[src/core/mft_pkg.sv]
// Package for the multifunction timer: offsets, fields, counts, types
package mft_pkg;
  // Register byte addresses: index times four
  localparam logic [7:0] MFT_CSR_IDX = 8'h2D;
  localparam logic [11:0] MFT_CSR_ADDR = {2'b00, MFT_CSR_IDX, 2'b00};
  localparam logic [11:0] MFT_INT_ADDR = 12'h100;
  localparam logic [11:0] MFT_MASK_ADDR = 12'h104;
  localparam logic [11:0] MFT_SVC_ADDR = 12'h108;
  // Control and status field positions
  localparam int MFT_B_OVF = 7;
  localparam int MFT_B_PER = 6;
  localparam int MFT_B_OVFE = 5;
  localparam int MFT_B_PERE = 4;
  localparam int MFT_B_OVFC = 3;
  localparam int MFT_B_PERC = 2;
  // Event bit positions in the interrupt status and mask registers
  localparam int MFT_E_OVF = 0;
  localparam int MFT_E_PER = 1;
  localparam int MFT_E_WDG = 2;
  localparam int MFT_E_REC = 3;
  // Divider chain counts
  localparam int MFT_PRE_DIV = 5;
  localparam int MFT_RIP_BITS = 7;
  localparam int MFT_PER_DIV = 125;
  localparam int MFT_WDG_DIV = 15;
  localparam int MFT_POR_DIV = 5121;
  localparam logic [31:0] MFT_RST_VAL = 32'h0000_0000;
  typedef enum logic [1:0] {
    MFT_RUN = 2'b00,
    MFT_STOPPED = 2'b01,
    MFT_RECOVER = 2'b10
  } mft_mode_t;
  typedef struct packed {
    logic ovf_tick;
    logic pwm_pre;
    logic pwm_128;
    logic por_tick;
  } mft_taps_t;
  typedef struct packed {
    mft_mode_t mode;
    logic [2:0] pre;
    logic [6:0] rip;
    logic [6:0] per;
    logic [3:0] wdg;
    logic [12:0] por;
    logic [12:0] rec;
    logic ovf_flag;
    logic per_flag;
    logic ovf_en;
    logic per_en;
    logic [3:0] int_stat;
    logic [3:0] int_mask;
    logic wdg_rst;
    logic pwm_128;
    mft_taps_t taps;
    logic [31:0] prdata;
  } mft_state_t;
endpackage

[src/core/mft_timer.sv]
// Multifunction timer with periodic tick, watchdog and APB registers
// What this block does
// - Divide-by-five prescaler clocks 7-bit counter, overflow every 640 cycles
// - Divide-by-125 after overflow gives periodic tick every 80000 cycles
// - Bus clock divided by 5121 gives a reference tap and times stop recovery
// - Prescaler output and divide-by-128 tap go to the modulator
// - Overflow sets overflow flag; irq while flag and enable set
// - Periodic tick sets periodic flag; irq while flag and enable set
// - Writing one to overflow clear bit clears flag; reads zero
// - Writing one to periodic clear bit clears flag; reads zero
// - Software writes to both flags are ignored
// - Reset clears flags and enables; clear bits hold no state
// - Counting continues in wait; enabled irq wakes processor
// - Entering stop clears chain, flags and enables
// - Leaving stop waits recovery delay, clears chain, resumes
// - Tick divided by 15 gives watchdog timeout and internal reset
// - Writing zero to service bit 0 clears only the last stage
// - Watchdog present or absent by a build parameter
// - Overflow and periodic requests share one interrupt line
//
// Implementation choice: the APB slave port.
`timescale 1ns/100ps
`default_nettype none
module mft_timer #(
  parameter bit WDG_PRESENT = 1'b1,
  parameter int POR_DIV = mft_pkg::MFT_POR_DIV
) (
  input wire logic pclk, // Bus clock
  input wire logic presetn, // Async reset, low
  input wire logic psel, // APB select
  input wire logic penable, // APB access phase
  input wire logic pwrite, // APB write
  input wire logic [11:0] paddr, // APB byte address
  input wire logic [31:0] pwdata, // APB write data
  output logic [31:0] prdata, // APB read data
  output logic pready, // APB ready
  output logic pslverr, // APB error
  input wire logic stop_req, // Stop mode entry
  input wire logic stop_wake, // External wake from stop
  output logic cpu_irq, // Shared timer request
  output logic wake_req, // Wait exit request
  output logic irq, // Masked event interrupt
  output logic wdg_reset, // Internal watchdog reset
  output mft_pkg::mft_taps_t taps // Timing taps
);
  import mft_pkg::*;

  mft_state_t s_reg;
  mft_state_t s_next;
  logic wr;
  logic rd;
  logic en_chain;
  logic pre_tc;
  logic ovf_tc;
  logic per_tc;
  logic por_tc;
  logic ack_reg;

  function automatic logic hit(input logic [11:0] a, input logic [11:0] b);
    hit = (a == b);
  endfunction

  // Writes act only at the ready edge, so a W1C clear
  // still swallows an event that lands in the first access cycle
  assign wr = psel && penable && pwrite && ack_reg;
  assign rd = psel && penable && !pwrite;
  assign en_chain = (s_reg.mode == MFT_RUN);
  assign pre_tc = en_chain && (s_reg.pre == 3'(MFT_PRE_DIV - 1));
  assign ovf_tc = pre_tc && (s_reg.rip == 7'h7F);
  assign per_tc = ovf_tc && (s_reg.per == 7'(MFT_PER_DIV - 1));
  assign por_tc = (s_reg.por == 13'(POR_DIV - 1));

  always_comb begin
    s_next = s_reg;
    s_next.taps = '0;
    s_next.prdata = s_reg.prdata;
    s_next.wdg_rst = 1'b0;
    // Free-running divide-by-5121 reference
    s_next.por = por_tc ? 13'h0000 : 13'(s_reg.por + 13'h0001);
    s_next.taps.por_tick = por_tc;
    if (en_chain) begin
      // Chain keeps running in wait; only stop and the recovery delay halt it
      s_next.pre = pre_tc ? 3'h0 : 3'(s_reg.pre + 3'h1);
      if (pre_tc) begin
        s_next.rip = 7'(s_reg.rip + 7'h01);
        if (ovf_tc) begin
          s_next.per = per_tc ? 7'h00 : 7'(s_reg.per + 7'h01);
        end
        // Square wave of bit 6: toggles every 64 prescaler ticks
        if (s_reg.rip[5:0] == 6'h3F) begin
          s_next.pwm_128 = ~s_reg.pwm_128;
        end
      end
      if (per_tc && WDG_PRESENT) begin
        if (s_reg.wdg == 4'(MFT_WDG_DIV - 1)) begin
          s_next.wdg = 4'h0;
          s_next.wdg_rst = 1'b1;
        end else begin
          s_next.wdg = 4'(s_reg.wdg + 4'h1);
        end
      end
    end
    s_next.taps.pwm_pre = pre_tc;
    s_next.taps.pwm_128 = s_next.pwm_128;
    s_next.taps.ovf_tick = ovf_tc;
    // Flags: clear bits act only on a one; set beats clear
    if (wr && hit(paddr, MFT_CSR_ADDR)) begin
      s_next.ovf_en = pwdata[MFT_B_OVFE];
      s_next.per_en = pwdata[MFT_B_PERE];
      if (pwdata[MFT_B_OVFC]) begin
        s_next.ovf_flag = 1'b0;
      end
      if (pwdata[MFT_B_PERC]) begin
        s_next.per_flag = 1'b0;
      end
    end
    if (ovf_tc) begin
      s_next.ovf_flag = 1'b1;
    end
    if (per_tc) begin
      s_next.per_flag = 1'b1;
    end
    if (wr && hit(paddr, MFT_INT_ADDR)) begin
      s_next.int_stat = s_reg.int_stat & ~pwdata[3:0];
    end
    if (wr && hit(paddr, MFT_MASK_ADDR)) begin
      s_next.int_mask = pwdata[3:0];
    end
    if (wr && hit(paddr, MFT_SVC_ADDR) && !pwdata[0] && WDG_PRESENT) begin
      s_next.wdg = 4'h0;
    end
    if (ovf_tc) begin
      s_next.int_stat[MFT_E_OVF] = 1'b1;
    end
    if (per_tc) begin
      s_next.int_stat[MFT_E_PER] = 1'b1;
    end
    if (s_next.wdg_rst) begin
      s_next.int_stat[MFT_E_WDG] = 1'b1;
    end
    // Low-power sequencing
    case (s_reg.mode)
      MFT_RUN: begin
        if (stop_req) begin
          s_next.mode = MFT_STOPPED;
          s_next.pre = 3'h0;
          s_next.rip = 7'h00;
          s_next.per = 7'h00;
          s_next.wdg = 4'h0;
          s_next.ovf_flag = 1'b0;
          s_next.per_flag = 1'b0;
          s_next.ovf_en = 1'b0;
          s_next.per_en = 1'b0;
        end
      end
      MFT_STOPPED: begin
        if (stop_wake) begin
          s_next.mode = MFT_RECOVER;
          s_next.rec = 13'h0000;
        end
      end
      MFT_RECOVER: begin
        // Recovery delay is one full 5121-cycle period
        if (s_reg.rec == 13'(POR_DIV - 1)) begin
          s_next.mode = MFT_RUN;
          s_next.pre = 3'h0;
          s_next.rip = 7'h00;
          s_next.per = 7'h00;
          s_next.wdg = 4'h0;
          s_next.int_stat[MFT_E_REC] = 1'b1;
        end else begin
          s_next.rec = 13'(s_reg.rec + 13'h0001);
        end
      end
      default: begin
        s_next.mode = MFT_RUN;
      end
    endcase
    if (rd) begin
      s_next.prdata = 32'h0000_0000;
      if (hit(paddr, MFT_CSR_ADDR)) begin
        // Clear bits and low nibble read as zero
        s_next.prdata[MFT_B_OVF] = s_reg.ovf_flag;
        s_next.prdata[MFT_B_PER] = s_reg.per_flag;
        s_next.prdata[MFT_B_OVFE] = s_reg.ovf_en;
        s_next.prdata[MFT_B_PERE] = s_reg.per_en;
      end else if (hit(paddr, MFT_INT_ADDR)) begin
        s_next.prdata[3:0] = s_reg.int_stat;
      end else if (hit(paddr, MFT_MASK_ADDR)) begin
        s_next.prdata[3:0] = s_reg.int_mask;
      end
    end
  end

  always_ff @(posedge pclk or negedge presetn) begin
    if (!presetn) begin
      s_reg <= '0;
    end else begin
      s_reg <= s_next;
    end
  end

  // Read data is registered, so each access takes one wait state
  always_ff @(posedge pclk or negedge presetn) begin
    if (!presetn) begin
      ack_reg <= 1'b0;
    end else begin
      ack_reg <= psel && penable && !ack_reg;
    end
  end

  assign pready = ack_reg;
  assign pslverr = 1'b0;
  assign prdata = s_reg.prdata;
  assign cpu_irq = (s_reg.ovf_flag && s_reg.ovf_en) ||
                   (s_reg.per_flag && s_reg.per_en);
  assign wake_req = cpu_irq;
  assign irq = |(s_reg.int_stat & s_reg.int_mask);
  assign wdg_reset = s_reg.wdg_rst;
  assign taps = s_reg.taps;

  // Checks: flags and interrupt request
  a_ovf_sets: assert property (
    @(posedge pclk) disable iff (!presetn)
    (ovf_tc && !stop_req) |=> s_reg.ovf_flag)
    else $error("overflow flag not set");
  a_per_sets: assert property (
    @(posedge pclk) disable iff (!presetn)
    (per_tc && !stop_req) |=> s_reg.per_flag)
    else $error("periodic flag not set");
  a_irq_shared: assert property (
    @(posedge pclk) disable iff (!presetn)
    cpu_irq == ((s_reg.ovf_flag && s_reg.ovf_en) ||
    (s_reg.per_flag && s_reg.per_en))) else $error("bad irq");
  a_ovf_clear: assert property (
    @(posedge pclk) disable iff (!presetn)
    (wr && paddr == MFT_CSR_ADDR && pwdata[MFT_B_OVFC] && !ovf_tc)
    |=> !s_reg.ovf_flag) else $error("overflow not cleared");
  a_per_clear: assert property (
    @(posedge pclk) disable iff (!presetn)
    (wr && paddr == MFT_CSR_ADDR && pwdata[MFT_B_PERC] && !per_tc)
    |=> !s_reg.per_flag) else $error("periodic not cleared");
  a_flag_ro: assert property (
    @(posedge pclk) disable iff (!presetn)
    (!s_reg.ovf_flag && !ovf_tc && s_reg.mode == MFT_RUN)
    |=> !s_reg.ovf_flag) else $error("flag set by software");
  a_per_ro: assert property (
    @(posedge pclk) disable iff (!presetn)
    (!s_reg.per_flag && !per_tc && s_reg.mode == MFT_RUN)
    |=> !s_reg.per_flag) else $error("periodic set by software");
  a_csr_clear_bits: assert property (
    @(posedge pclk) disable iff (!presetn)
    (rd && paddr == MFT_CSR_ADDR) |=> prdata[3:0] == 4'h0)
    else $error("clear bits read back nonzero");
  a_wake_irq: assert property (
    @(posedge pclk) disable iff (!presetn)
    wake_req == cpu_irq)
    else $error("wake request differs from irq");

  // Checks: divider chain and taps
  a_pre_gap: assert property (
    @(posedge pclk) disable iff (!presetn)
    (pre_tc && s_reg.mode == MFT_RUN && !stop_req) |=> !pre_tc [*4])
    else $error("prescaler not divide by five");
  a_ovf_single: assert property (
    @(posedge pclk) disable iff (!presetn)
    ovf_tc |=> !ovf_tc)
    else $error("overflow longer than one cycle");
  a_ovf_zero: assert property (
    @(posedge pclk) disable iff (!presetn)
    ovf_tc |=> s_reg.rip == 7'h00)
    else $error("counter did not roll to zero");
  a_per_on_ovf: assert property (
    @(posedge pclk) disable iff (!presetn)
    per_tc |-> ovf_tc)
    else $error("periodic tick without overflow");
  a_tick_single: assert property (
    @(posedge pclk) disable iff (!presetn)
    per_tc |=> !per_tc)
    else $error("tick longer than one");
  a_pre_tap: assert property (
    @(posedge pclk) disable iff (!presetn)
    pre_tc |=> taps.pwm_pre)
    else $error("prescaler tap missing");
  a_pwm_toggle: assert property (
    @(posedge pclk) disable iff (!presetn)
    (pre_tc && s_reg.rip[5:0] == 6'h3F)
    |=> s_reg.pwm_128 != $past(s_reg.pwm_128))
    else $error("divide by 128 tap did not toggle");
  a_pwm_hold: assert property (
    @(posedge pclk) disable iff (!presetn)
    !(pre_tc && s_reg.rip[5:0] == 6'h3F) |=> $stable(s_reg.pwm_128))
    else $error("divide by 128 tap toggled early");
  a_por_range: assert property (
    @(posedge pclk) disable iff (!presetn)
    s_reg.por < 13'(POR_DIV))
    else $error("reference counter out of range");
  a_por_tap: assert property (
    @(posedge pclk) disable iff (!presetn)
    por_tc |=> taps.por_tick)
    else $error("reference tick missing");

  // Checks: low-power sequencing
  a_stop_clear: assert property (
    @(posedge pclk) disable iff (!presetn)
    (s_reg.mode == MFT_RUN && stop_req) |=> (!s_reg.ovf_en &&
    !s_reg.per_en && !cpu_irq && s_reg.rip == 7'h00))
    else $error("stop did not clear");
  a_stop_halts: assert property (
    @(posedge pclk) disable iff (!presetn)
    s_reg.mode == MFT_STOPPED |-> !pre_tc)
    else $error("chain ran while stopped");
  a_stop_quiet: assert property (
    @(posedge pclk) disable iff (!presetn)
    s_reg.mode == MFT_STOPPED |-> (!s_reg.ovf_flag && !s_reg.per_flag))
    else $error("flag pending while stopped");
  a_recover_range: assert property (
    @(posedge pclk) disable iff (!presetn)
    s_reg.mode == MFT_RECOVER |-> s_reg.rec < 13'(POR_DIV))
    else $error("recovery count out of range");
  a_recover_clear: assert property (
    @(posedge pclk) disable iff (!presetn)
    (s_reg.mode == MFT_RECOVER && s_reg.rec == 13'(POR_DIV - 1))
    |=> (s_reg.mode == MFT_RUN && s_reg.rip == 7'h00 && s_reg.pre == 3'h0))
    else $error("chain not cleared on resume");

  // Checks: watchdog
  a_svc_clear: assert property (
    @(posedge pclk) disable iff (!presetn)
    (wr && paddr == MFT_SVC_ADDR && !pwdata[0] && WDG_PRESENT)
    |=> s_reg.wdg == 4'h0) else $error("service failed");
  a_svc_keeps: assert property (
    @(posedge pclk) disable iff (!presetn)
    (wr && paddr == MFT_SVC_ADDR && !pre_tc && !stop_req &&
    s_reg.mode == MFT_RUN) |=> ($stable(s_reg.rip) && $stable(s_reg.per)))
    else $error("service disturbed earlier stages");
  a_wdg_fire: assert property (
    @(posedge pclk) disable iff (!presetn)
    wdg_reset |-> $past(s_reg.wdg) == 4'(MFT_WDG_DIV - 1))
    else $error("early watchdog");
  a_wdg_pulse: assert property (
    @(posedge pclk) disable iff (!presetn)
    wdg_reset |=> !wdg_reset)
    else $error("watchdog reset longer than one cycle");
  a_wdg_range: assert property (
    @(posedge pclk) disable iff (!presetn)
    s_reg.wdg < 4'(MFT_WDG_DIV))
    else $error("watchdog count out of range");
  a_wdg_absent: assert property (
    @(posedge pclk) disable iff (!presetn)
    !WDG_PRESENT |-> (s_reg.wdg == 4'h0 && !wdg_reset))
    else $error("watchdog active though left out");

  // Checks: bus
  a_ready_pulse: assert property (
    @(posedge pclk) disable iff (!presetn)
    pready |=> !pready)
    else $error("ready longer than one cycle");
  a_slverr_low: assert property (
    @(posedge pclk) disable iff (!presetn)
    !pslverr)
    else $error("error response raised");

  c_ovf: cover property (
    @(posedge pclk) disable iff (!presetn) ovf_tc);
  c_per: cover property (
    @(posedge pclk) disable iff (!presetn) per_tc);
  c_stop: cover property (@(posedge pclk) disable iff (!presetn)
    s_reg.mode == MFT_RECOVER ##1 s_reg.mode == MFT_RUN);
  c_irq: cover property (
    @(posedge pclk) disable iff (!presetn) cpu_irq);
  c_svc: cover property (@(posedge pclk) disable iff (!presetn)
    wr && paddr == MFT_SVC_ADDR && !pwdata[0]);
endmodule
`default_nettype wire

[config.mk]
export PLATFORM = sky130hd
export DESIGN_NAME = mft_timer
export DESIGN_NICKNAME = d
export VERILOG_FILES = /design/src/core/mft_pkg.sv /design/src/core/mft_timer.sv
export SDC_FILE = /design/constraint.sdc
export NUM_CORES = 1
export LEC_CHECK = 0
export ABC_AREA = 1
export BUFFER_PORTS_ARGS = -buffer_cell sky130_fd_sc_hd__buf_2
export CAP_MARGIN = 20
export CORE_MARGIN = 3
export CORE_UTILIZATION = 35
export DETAILED_ROUTE_END_ITERATION = 8
export PLACE_DENSITY_LB_ADDON = 0.08
export SLEW_MARGIN = 20
export SYNTH_ARGS = -nofsm -noshare
export SYNTH_HDL_FRONTEND = slang
export SYNTH_SLANG_ARGS = --single-unit
export TNS_END_PERCENT = 10
[constraint.sdc]
create_clock -name pclk -period 3.2 [get_ports pclk]
set_clock_uncertainty 0.05 [all_clocks]
set_input_delay 0.48 -clock pclk [delete_from_list [all_inputs] [get_ports pclk]]
set_output_delay 0.48 -clock pclk [all_outputs]
set_load 0.05 [all_outputs]
After elaboration in Yosys (flattened, before gate mapping):

Cells that the tools add are included.

* register bits after elaboration: 75
* output and inout bits: 42
* input bits: 51
* word-level logic and storage cells: 117

* mux-type cells: 39
* bitwise logic cells: 4
* reductions and logical operators: 28
* $add $sub $neg: 6
* equality and inequality tests: 17

Operators by type and width (count)
* $mux 23: 2
* $mux 4: 11
* $pmux 21 s2: 1
* $mux 13: 3
* $eq 12x9->1 const B: 3
* $add 13x1->13 const B: 2
* $eq 13x13->1 const B: 2
* $pmux 13 s2: 1
* $mux 21: 1
* $logic_and 1x1->1: 15
* $add 7x1->7 const B: 2
* $eq 7x7->1 const B: 2
* $mux 14: 1
* $mux 7: 2
* $mux 1: 13
* $eq 12x8->1 const B: 1
* $reduce_and 3->1: 3
* $and 4x4->4: 2
* $ne 2x2->1 const B: 4
* $reduce_bool 2->1: 4
* $eq 6x6->1 const B: 1
* $pmux 2 s3: 1
* $add 4x1->4 const B: 1
* $eq 4x4->1 const B: 1
* other kinds (12): 15

Depth between registers and ports, before layout:

Gate-level depths: netlist of the first run.

* depth after elaboration: 11
* gate-level depth with buffers: 11
* depth with buffers taken out: 11

Least setup slack after synthesis of the first run:

Ideal clock, no wire load.

* path type: reg2out
* from: register s_reg[46] in the netlist's numbering
* to: output port wake_req
* path slack: 1.583 ns
* data arrival time: 1.087 ns
* data required time: 2.670 ns
* stages on the path, launching flop included: 3
* path through: dfrtp_1 -> a22o_1 -> buf_4

* longest elaborated chain between the ends: 2

RTL lines
* start, declared: line mft_timer.sv:48 `mft_state_t s_reg;`
* start signal, assigned: line mft_timer.sv:199 `s_reg <= s_next;`
* $logic_and 1x1->1: line mft_timer.sv:216 `(s_reg.per_flag && s_reg.per_en);`
* $logic_or 1x1->1: line mft_timer.sv:215 `assign cpu_irq = (s_reg.ovf_flag && s_reg.ovf_en) ||`
* end, declared: line mft_timer.sv:41 `output logic wake_req,`

Every way passes these cells.

==> results of run 1 <==
[area by class of cell]
type,count,area share
Inverter,66,0.0505
Sequential cell,75,0.375
Tap cell,168,0.0420
Clock buffer,9,0.0450
Multi-Input combinational cell,424,0.419
Clock inverter,7,0.0205
Timing Repair Buffer,43,0.0485
[metal layers]
metal  part of all wire  vias up  routed length [um]  track usage
met5                  0        -                   0            0
met4              0.012        0                 112       0.0434
met3              0.059        9                 542       0.0361
met2               0.43       82                3910        0.207
met1               0.50     1593                4590        0.195
li1                   -     1873                   -            -
[logic make-up after synthesis]
logic type / after synthesis
buf+inv: 108
flops: 75
compound gates: 47
other cells: 1
xor+xnor: 16
simple gates: 327
fa+ha+maj: 9
[cells in the final DEF, fill, tap and decap left out, types with 2 or more instances in the layout]
master | synthesis | routed
o21ai_0 | 24 | 24
nor3_1 | 12 | 12
buf_2 | 0 | 40
a21oi_1 | 9 | 9
nand2_1 | 161 | 161
o211ai_1 | 2 | 2
xor2_1 | 11 | 11
xnor2_1 | 5 | 5
buf_4 | 41 | 2
bufinv_16 | 0 | 2
nor2_1 | 67 | 67
nand2_4 | 3 | 3
inv_1 | 61 | 61
inv_2 | 4 | 4
ha_1 | 9 | 9
dfrtp_1 | 75 | 75
clkinv_4 | 0 | 4
nand3_1 | 48 | 48
nor3b_1 | 3 | 3
nor2_2 | 4 | 4
clkbuf_16 | 0 | 9
nor2_4 | 3 | 3
nand4_1 | 17 | 17
o21ai_2 | 9 | 9
conb_1 | 1 | 25
[power by group through the flow]
stage | Clock [mW] | Sequential [mW] | Combinational [mW]
after global routing | 1.19 | 1.19 | 0.752
after detailed placement | 0 | 1.19 | 0.672
after floorplan | 0 | 1.16 | 0.550
after global placement | 0 | 1.18 | 0.659
after CTS | 1.15 | 1.17 | 0.673
final | 1.10 | 1.17 | 0.658
[worst max path at each step]
stage / start / to / slack, ns / cells after the start
CTS: s_reg[80] / s_reg[77] / 1.32 / 7
floorplan: s_reg[46] / wake_req / 1.58 / 2
finish: s_reg[80] / s_reg[77] / 1.33 / 7
detailed placement: s_reg[80] / s_reg[77] / 1.35 / 7
global route: s_reg[80] / s_reg[77] / 1.15 / 7
global placement: s_reg[80] / s_reg[77] / 1.34 / 7
[Yosys cell counts, drive strengths merged]
library cell / count / area, um2
a21oi: 10 / 53.8
a22o: 1 / 8.76
and2: 1 / 6.26
buf: 42 / 319
conb: 1 / 3.75
dfrtp: 75 / 1880
ha: 9 / 113
inv: 66 / 253
nand2: 164 / 638
nand3: 50 / 268
nand3b: 1 / 11.3
nand4: 17 / 106
nor2: 74 / 310
nor3: 14 / 86.3
nor3b: 3 / 22.5
nor4: 1 / 6.26
o211ai: 2 / 15.0
o21ai: 33 / 199
o21bai: 1 / 7.51
or2: 2 / 12.5
xnor2: 5 / 43.8
xor2: 11 / 96.3
[through the flow]
step	utilization	power, mW
final	0.410	2.94
after detailed placement	0.381	1.86
after global routing	0.410	3.14
after floorplan	-	1.71
after CTS	0.408	2.99
after global placement	0.381	1.84
[worst max-delay path, cell delays in order (launching register included)]
cell and delay, ns:
dfrtp_1 0.45, inv_1 0.09, ha_1 0.14, nand3_1 0.09, nor2_2 0.45, nand3_4 0.17
or2_0 0.23, a21oi_1 0.13
==> flow_summary.toml, run 1 <==
[run_status]
status = "complete, but fails checks"
failed_checks = "negative hold slack"

[yosys]
synth_adder_area_share = 0.0253
synth_mux_area_frac = 0
yosys_warnings = 0
yosys.area_share.xor_xnor = 0.0314
register_bit_total_from_synthesis = 75
synth_cell_types = 35
synth_top_family_by_area = "simple AND/OR/NAND/NOR gates"
seq_area_frac_synth = 0.421
synth-simple-area-share = 0.329
netlist_instances = 583
synth_area_per_cell_um2 = 7.64
synth_compound_area_frac = 0.0637
netlist_area_mm2 = 0.00446

[clock_tree]
cts-hold-fix-buffers = 0
post_cts.resized_instances = 0
insertion_delay_ns = 0.33
cts_root_buffer = "clkbuf_16"
post_cts.repair.setup_buffers = 0
number_of_sinks_on_the_clock_net = 75
h_tree_levels = 3
tritoncts_clock_tree = "built"
number_of_clock_buffers_inserted_by_tritoncts = 9
ctsLongestPathBuffers = 2
clk_pin_slew_worst_paths_ns = 0.06

[setup_path]
reg2reg_setup_slack_ns = 1.33
critPathKind = "register to register"
critical_path.endpoint_type = "register"
critical_path_arrival_ns = 2.08
cp.required_ns = 3.41
worst_r2r_path_depth = 7
worstReg2RegEnd = "s_reg[77]"
critPathLaunchType = "register"
critical_path.max_fanout = 11
rr_startpoint = "s_reg[80]"

[route]
via_total_after_detailed_routing = 3557
routedWlPerCell_um = 11.6
drt_iter0_markers = 232
routed_via_density = 4.49
drc = 0
route.antenna.remaining_nets = 0
drt-pass1-iter-count = 4
detail_route.wirelength_mm = 9.15

[global_routing]
remaining_global_route_overflow = 0
wire_length_of_the_first_global_routing_pass_mm = 16.2
vias_in_the_first_global_route = 3403
grt_start_max_net_pins = 76
antenna_found_initial = 0
grt_use_total = 0.138

[placed_design]
preCtsSetupSlack_ns = 1.35
dp.final_hpwl_mm = 6.69
placer_congestion = 0.799
post_dp_cell_area_mm2 = 0.00465
placement.io_buffers = 41
place_inst = 775

[floorplanning]
rows = 40
die-area_mm2 = 0.0141
core_box_area_mm2 = 0.0122
initial_standard_cell_utilization_of_the_core = 0.365
die_width_um = 119
design.portCount = 93
die_h_um = 119

[timing]
worst_hold_slack_ns = -0.00529
slew_headroom = 0.570
final.setup.worst_slack_ns = 1.33
timing.final.setup_violations = 0
min_period_ns = 1.87
grt_setup_unrepaired = "no"
max_clock_freq_mhz = 536
timing_worst_slew_pin_value_ns = 0.640
fin_tns_setup_ns = 0
final-hold-violation-count = 21
timing.final.crit_share = 0.583
final_max_slew_viol_count = 0

[power_and_ir_drop]
netSwitchingFraction = 0.346
power.density_cell_area_mw_per_mm2 = 586
ir_worst_vdd_mv = 0.334
combinationalPowerShare = 0.224
p_leak_nw = 2.44
total_switching_power_mw = 1.02
sequentialPowerShare = 0.399
power.share.clock = 0.376
power_report.internal_total_mw = 1.92

[cells_and_area]
multi_input_logic_area_mm2 = 0.00210
largest_register_ffs = 61
layout-drive-gt1-share = 0.144
fin_nets = 679
final-seq-area_mm2 = 0.00188
fin_area_mm2 = 0.00501
nFillCells = 1297
antenna-diode-count = 0
areaGrowthSynthToFinish_pct = 12.4
layoutNonFillerInstCount = 792

[flow_run]
max-cap-violations = 0

[hold_path]
holdCritPathClass = "primary input to async pin"
Power figures use the tool's default switching activity.
==> run 2: changes to the inputs <==
==> constraint.sdc (replaced) <==
create_clock -name pclk -period 1.95 [get_ports pclk]
set_clock_uncertainty 0.05 [all_clocks]
set_input_delay 0.2925 -clock pclk [delete_from_list [all_inputs] [get_ports pclk]]
set_output_delay 0.2925 -clock pclk [all_outputs]
set_load 0.05 [all_outputs]
==> flow_summary.toml, run 2 (synthesized netlist as in run 1, its figures left out) <==
[power_and_ir_drop]
p_leak_nw = 2.46
power.density_cell_area_mw_per_mm2 = 908
ir_worst_vdd_mv = 0.395
totalPowerFinal_mw = 4.57

[setup_path]
path_cells = "inv_1 > ha_1 > nand2_1 > nor3_1 > nand3b_2 > nand2_4 > nand2_4 > nand2_1 > o21ai_2"
crit_path_top_delay_cell = "dfrtp_1"
rr_startpoint = "s_reg[51]"
critPathKind = "register to register"
critical_path.endpoint_type = "register"
critical_path.n_buffers_inverters = 1
critical_path.max_fanout = 14
largest_incremental_delay_on_the_critical_path_ns = 0.38
critical_path_arrival_ns = 1.89
critPathLaunchType = "register"
path_delay_family = "simple AND/OR/NAND/NOR gates"
cp.required_ns = 2.13
critPathLaunch = "s_reg[51]"

[route]
drc = 0
drt-pass1-iter-count = 4
via_total_after_detailed_routing = 3588
routed_via_density = 4.47
routedWlPerCell_um = 11.7
drt_iter0_markers = 186
route.antenna.remaining_nets = 0
detail_route.wirelength_mm = 9.40

[placed_design]
dp.final_hpwl_mm = 7.05
post_dp_cell_area_mm2 = 0.00475
placer_congestion = 0.790
placement.io_buffers = 41
preCtsSetupSlack_ns = 0.198

[cells_and_area]
nFillCells = 1271
fin_nets = 690
fin_area_mm2 = 0.00503
largest_register_ffs = 61
layout.cells.most_common = "nand2_1"
antenna-diode-count = 0
most-common-layout-cells = "160 x nand2_1, 75 x dfrtp_1, 67 x nor2_1"
layout-drive-gt1-share = 0.157
areaGrowthSynthToFinish_pct = 12.9

[flow_run]
max-cap-violations = 0

[timing]
fin_tns_setup_ns = 0
final_max_slew_viol_count = 0
final-hold-violation-count = 0
worst_hold_slack_ns = 0.144
timing.final.crit_share = 0.876
grt_setup_unrepaired = "no"
final.setup.worst_slack_ns = 0.242
max_clock_freq_mhz = 586
timing.final.setup_violations = 0
min_period_ns = 1.71

[floorplanning]
die-area_mm2 = 0.0141
die_h_um = 119
design.portCount = 93
rows = 40
core_box_area_mm2 = 0.0122
initial_standard_cell_utilization_of_the_core = 0.365
die_width_um = 119

[global_routing]
remaining_global_route_overflow = 0
vias_in_the_first_global_route = 3348
wire_length_of_the_first_global_routing_pass_mm = 16.2
grt_start_max_net_pins = 36
antenna_found_initial = 0
grt_use_total = 0.143

[clock_tree]
clk_pin_slew_worst_paths_ns = 0.06
number_of_sinks_on_the_clock_net = 75
ctsLongestPathBuffers = 2
number_of_clock_buffers_inserted_by_tritoncts = 9
h_tree_levels = 3
tritoncts_clock_tree = "built"
cts_root_buffer = "clkbuf_16"
insertion_delay_ns = 0.34

[hold_path]
holdCritPathClass = "primary input to register"
timing.hold.worst.start = "stop_wake"

[run_status]
status = "complete, no violations"
## run 2: changes by cell type in the layout (fill, tap and decap cells not counted), moves of 2 or more
cell	previous run	this run
clkinvlp_4	1	3
clkinv_2	0	2
clkinv_4	4	0
buf_4	2	12
bufinv_16	2	0
## run 2: through the flow
step                      instances  utilization
after global routing            803        0.412
after global placement          786        0.389
after CTS                       803        0.412
final                           803        0.412
after floorplan                 607            -
after detailed placement        786        0.389
## run 2: layout make-up
class,count,area (um2),area share
well taps,168,210,0.0418
clock buffers,10,229,0.0455
flip-flops and latches,75,1880,0.373
multi-input cells,424,2100,0.418
repair buffers,54,320,0.0637
inverters,66,253,0.0502
clock inverters,6,41.3,0.00821
## run 2: timing repair
action,in CTS,in global routing
buffers inserted,0,0
setup endpoints to repair,0,4
resized for setup,0,1
hold buffers,1,0
endpoints found under the hold margin,32,0
## run 2: final timing paths
path                            cells after the start  slack [ns]         to
max in group asynchronous                           3        0.90  s_reg[89]
worst max register to register                      9        0.24  s_reg[60]
worst min register to register                      1        0.40     pready
worst max-delay path                                9        0.24  s_reg[60]
min in group asynchronous                           2        0.41  prdata[1]
worst min-delay path                                2        0.14  s_reg[97]
## run 2: metal layers
layer	part of all wire	global-route usage	wire length (um)
met1	0.51	0.195	4760
met2	0.42	0.213	3980
met3	0.050	0.0313	473
met4	0.020	0.0710	190
met5	0	0	0
## run 2: power breakdown
group | leakage, nW | switching, mW | internal [mW]
sequential | 1.00 | 0.190 | 1.72
clock | 0.125 | 0.670 | 0.861
combinational | 1.34 | 0.797 | 0.332
==> run 3: changes to the inputs <==
--- a/config.mk
+++ b/config.mk
@@ -12,6 +12,7 @@
 export CORE_UTILIZATION = 35
 export DETAILED_ROUTE_END_ITERATION = 8
 export PLACE_DENSITY_LB_ADDON = 0.08
+export RECOVER_POWER = 100
 export SLEW_MARGIN = 20
 export SYNTH_ARGS = -nofsm -noshare
 export SYNTH_HDL_FRONTEND = slang
==> constraint.sdc (replaced) <==
create_clock -name pclk -period 1.4 [get_ports pclk]
set_clock_uncertainty 0.05 [all_clocks]
set_input_delay 0.21 -clock pclk [delete_from_list [all_inputs] [get_ports pclk]]
set_output_delay 0.21 -clock pclk [all_outputs]
set_load 0.05 [all_outputs]
==> flow_summary.toml, run 3 (synthesized netlist as in run 1, its figures left out) <==
[cells_and_area]
fin_area_mm2 = 0.00589
layout-drive-gt1-share = 0.303
fin_nets = 764
most-common-layout-cells = "151 x nand2_1, 73 x buf_4, 73 x dfrtp_1"
postLayoutCoreUtil = 0.482
nFillCells = 1239
largest_register_ffs = 61
layout.cells.most_common = "nand2_1"
antenna-diode-count = 0
areaGrowthSynthToFinish_pct = 32.1

[timing]
min_period_ns = 1.54
worst_hold_slack_ns = 0.0315
timing.final.setup_violations = 42
final_max_slew_viol_count = 0
grt_setup_unrepaired = "yes"
timing.final.crit_share = 1.10
fin_tns_setup_ns = -3.16
final.setup.worst_slack_ns = -0.135
final-hold-violation-count = 0
max_clock_freq_mhz = 651
slew_headroom = 0.569
timing_worst_slew_pin_value_ns = 0.647

[clock_tree]
insertion_delay_ns = 0.35
h_tree_levels = 3
number_of_sinks_on_the_clock_net = 75
tritoncts_clock_tree = "built"
clk_pin_slew_worst_paths_ns = 0.06
number_of_clock_buffers_inserted_by_tritoncts = 9
cts_root_buffer = "clkbuf_16"
ctsLongestPathBuffers = 2

[route]
routed_via_density = 4.52
route.antenna.remaining_nets = 0
drc = 0
drt-pass1-iter-count = 4
routedWlPerCell_um = 12.0
detail_route.wirelength_mm = 10.5
drt_iter0_markers = 205
via_total_after_detailed_routing = 3964

[flow_run]
max-cap-violations = 0

[floorplanning]
die_h_um = 119
core_box_area_mm2 = 0.0122
rows = 40
die_width_um = 119
design.portCount = 93
die-area_mm2 = 0.0141
initial_standard_cell_utilization_of_the_core = 0.365

[setup_path]
critPathLaunchType = "register"
critical_path.max_fanout = 14
critPathKind = "register to register"
critical_path.endpoint_type = "register"
critical_path_arrival_ns = 1.72
cp.required_ns = 1.59

[power_and_ir_drop]
power.density_cell_area_mw_per_mm2 = 1290
ir_worst_vdd_mv = 0.646
p_leak_nw = 2.87

[global_routing]
vias_in_the_first_global_route = 3788
wire_length_of_the_first_global_routing_pass_mm = 17.7
grt_use_total = 0.155
antenna_found_initial = 0
remaining_global_route_overflow = 0
grt_start_max_net_pins = 27

[placed_design]
placer_congestion = 0.812
post_dp_cell_area_mm2 = 0.00533
placement.io_buffers = 41
dp.final_hpwl_mm = 8.05
preCtsSetupSlack_ns = -0.221

[run_status]
failed_checks = "negative setup slack"
status = "complete, but fails checks"

[hold_path]
holdCritPathClass = "primary input to register"
run 3: final cells by class:
| cell class | count | area (um2) | area share |
|---|---|---|---|
| inverters | 66 | 263 | 0.0446 |
| repair inverters | 1 | 8.76 | 0.00149 |
| flip-flops and latches | 75 | 1880 | 0.319 |
| repair buffers | 127 | 896 | 0.152 |
| clock buffers | 10 | 229 | 0.0389 |
| multi-input cells | 424 | 2330 | 0.395 |
| clock inverters | 6 | 73.8 | 0.0125 |
| well taps | 168 | 210 | 0.0357 |
run 3: worst paths after layout:
kind	cells past startpoint	from	endpoint	slack (ns)
worst max register to register	9	s_reg[50]	s_reg[62]	-0.14
min in group asynchronous	2	presetn	pready	0.37
worst min-delay path	2	stop_wake	s_reg[97]	0.03
worst max-delay path	9	s_reg[50]	s_reg[62]	-0.14
worst min register to register	1	pready	pready	0.40
max in group asynchronous	3	presetn	taps[1]	0.25
run 3: where the power goes:
part	total (mW)	internal [mW]	leakage, nW	switching [mW]
clock network	2.38	1.40	0.141	0.977
registers	2.61	2.40	0.998	0.217
logic	2.58	1.06	1.73	1.52
total	7.58	4.86	2.87	2.71
run 3: layer usage:
metal	up-vias	part of all wire	wire length (um)	track usage
li1	2045	-	-	-
met1	1846	0.48	5070	0.201
met2	63	0.46	4890	0.254
met3	10	0.033	349	0.0275
met4	0	0.020	214	0.0695
met5	-	0	0	0
run 3: through the flow:
stage	power, mW	std cells
floorplan	4.03	607
global placement	4.97	854
detailed placement	5.00	854
CTS	7.57	874
global route	8.03	877
finish	7.58	877
run 3: worst max-delay path, stage by stage, from the launching register on:
cell and delay [ns]:
dfrtp_2 0.45, inv_4 0.08, ha_4 0.13, nand2_2 0.06
nor3_4 0.15, nand3b_4 0.13, nand2_8 0.11, nand2_8 0.12
nand2_1 0.10, o21ai_2 0.05
run 3: repair_timing:
action	4_1_cts	5_1_grt
buffers inserted	3	2
pin swaps	12	27
endpoints found under the setup margin	52	58
endpoints found under the hold margin	23	0
gates resized for setup	37	33
hold buffers	1	0
cloned	0	1
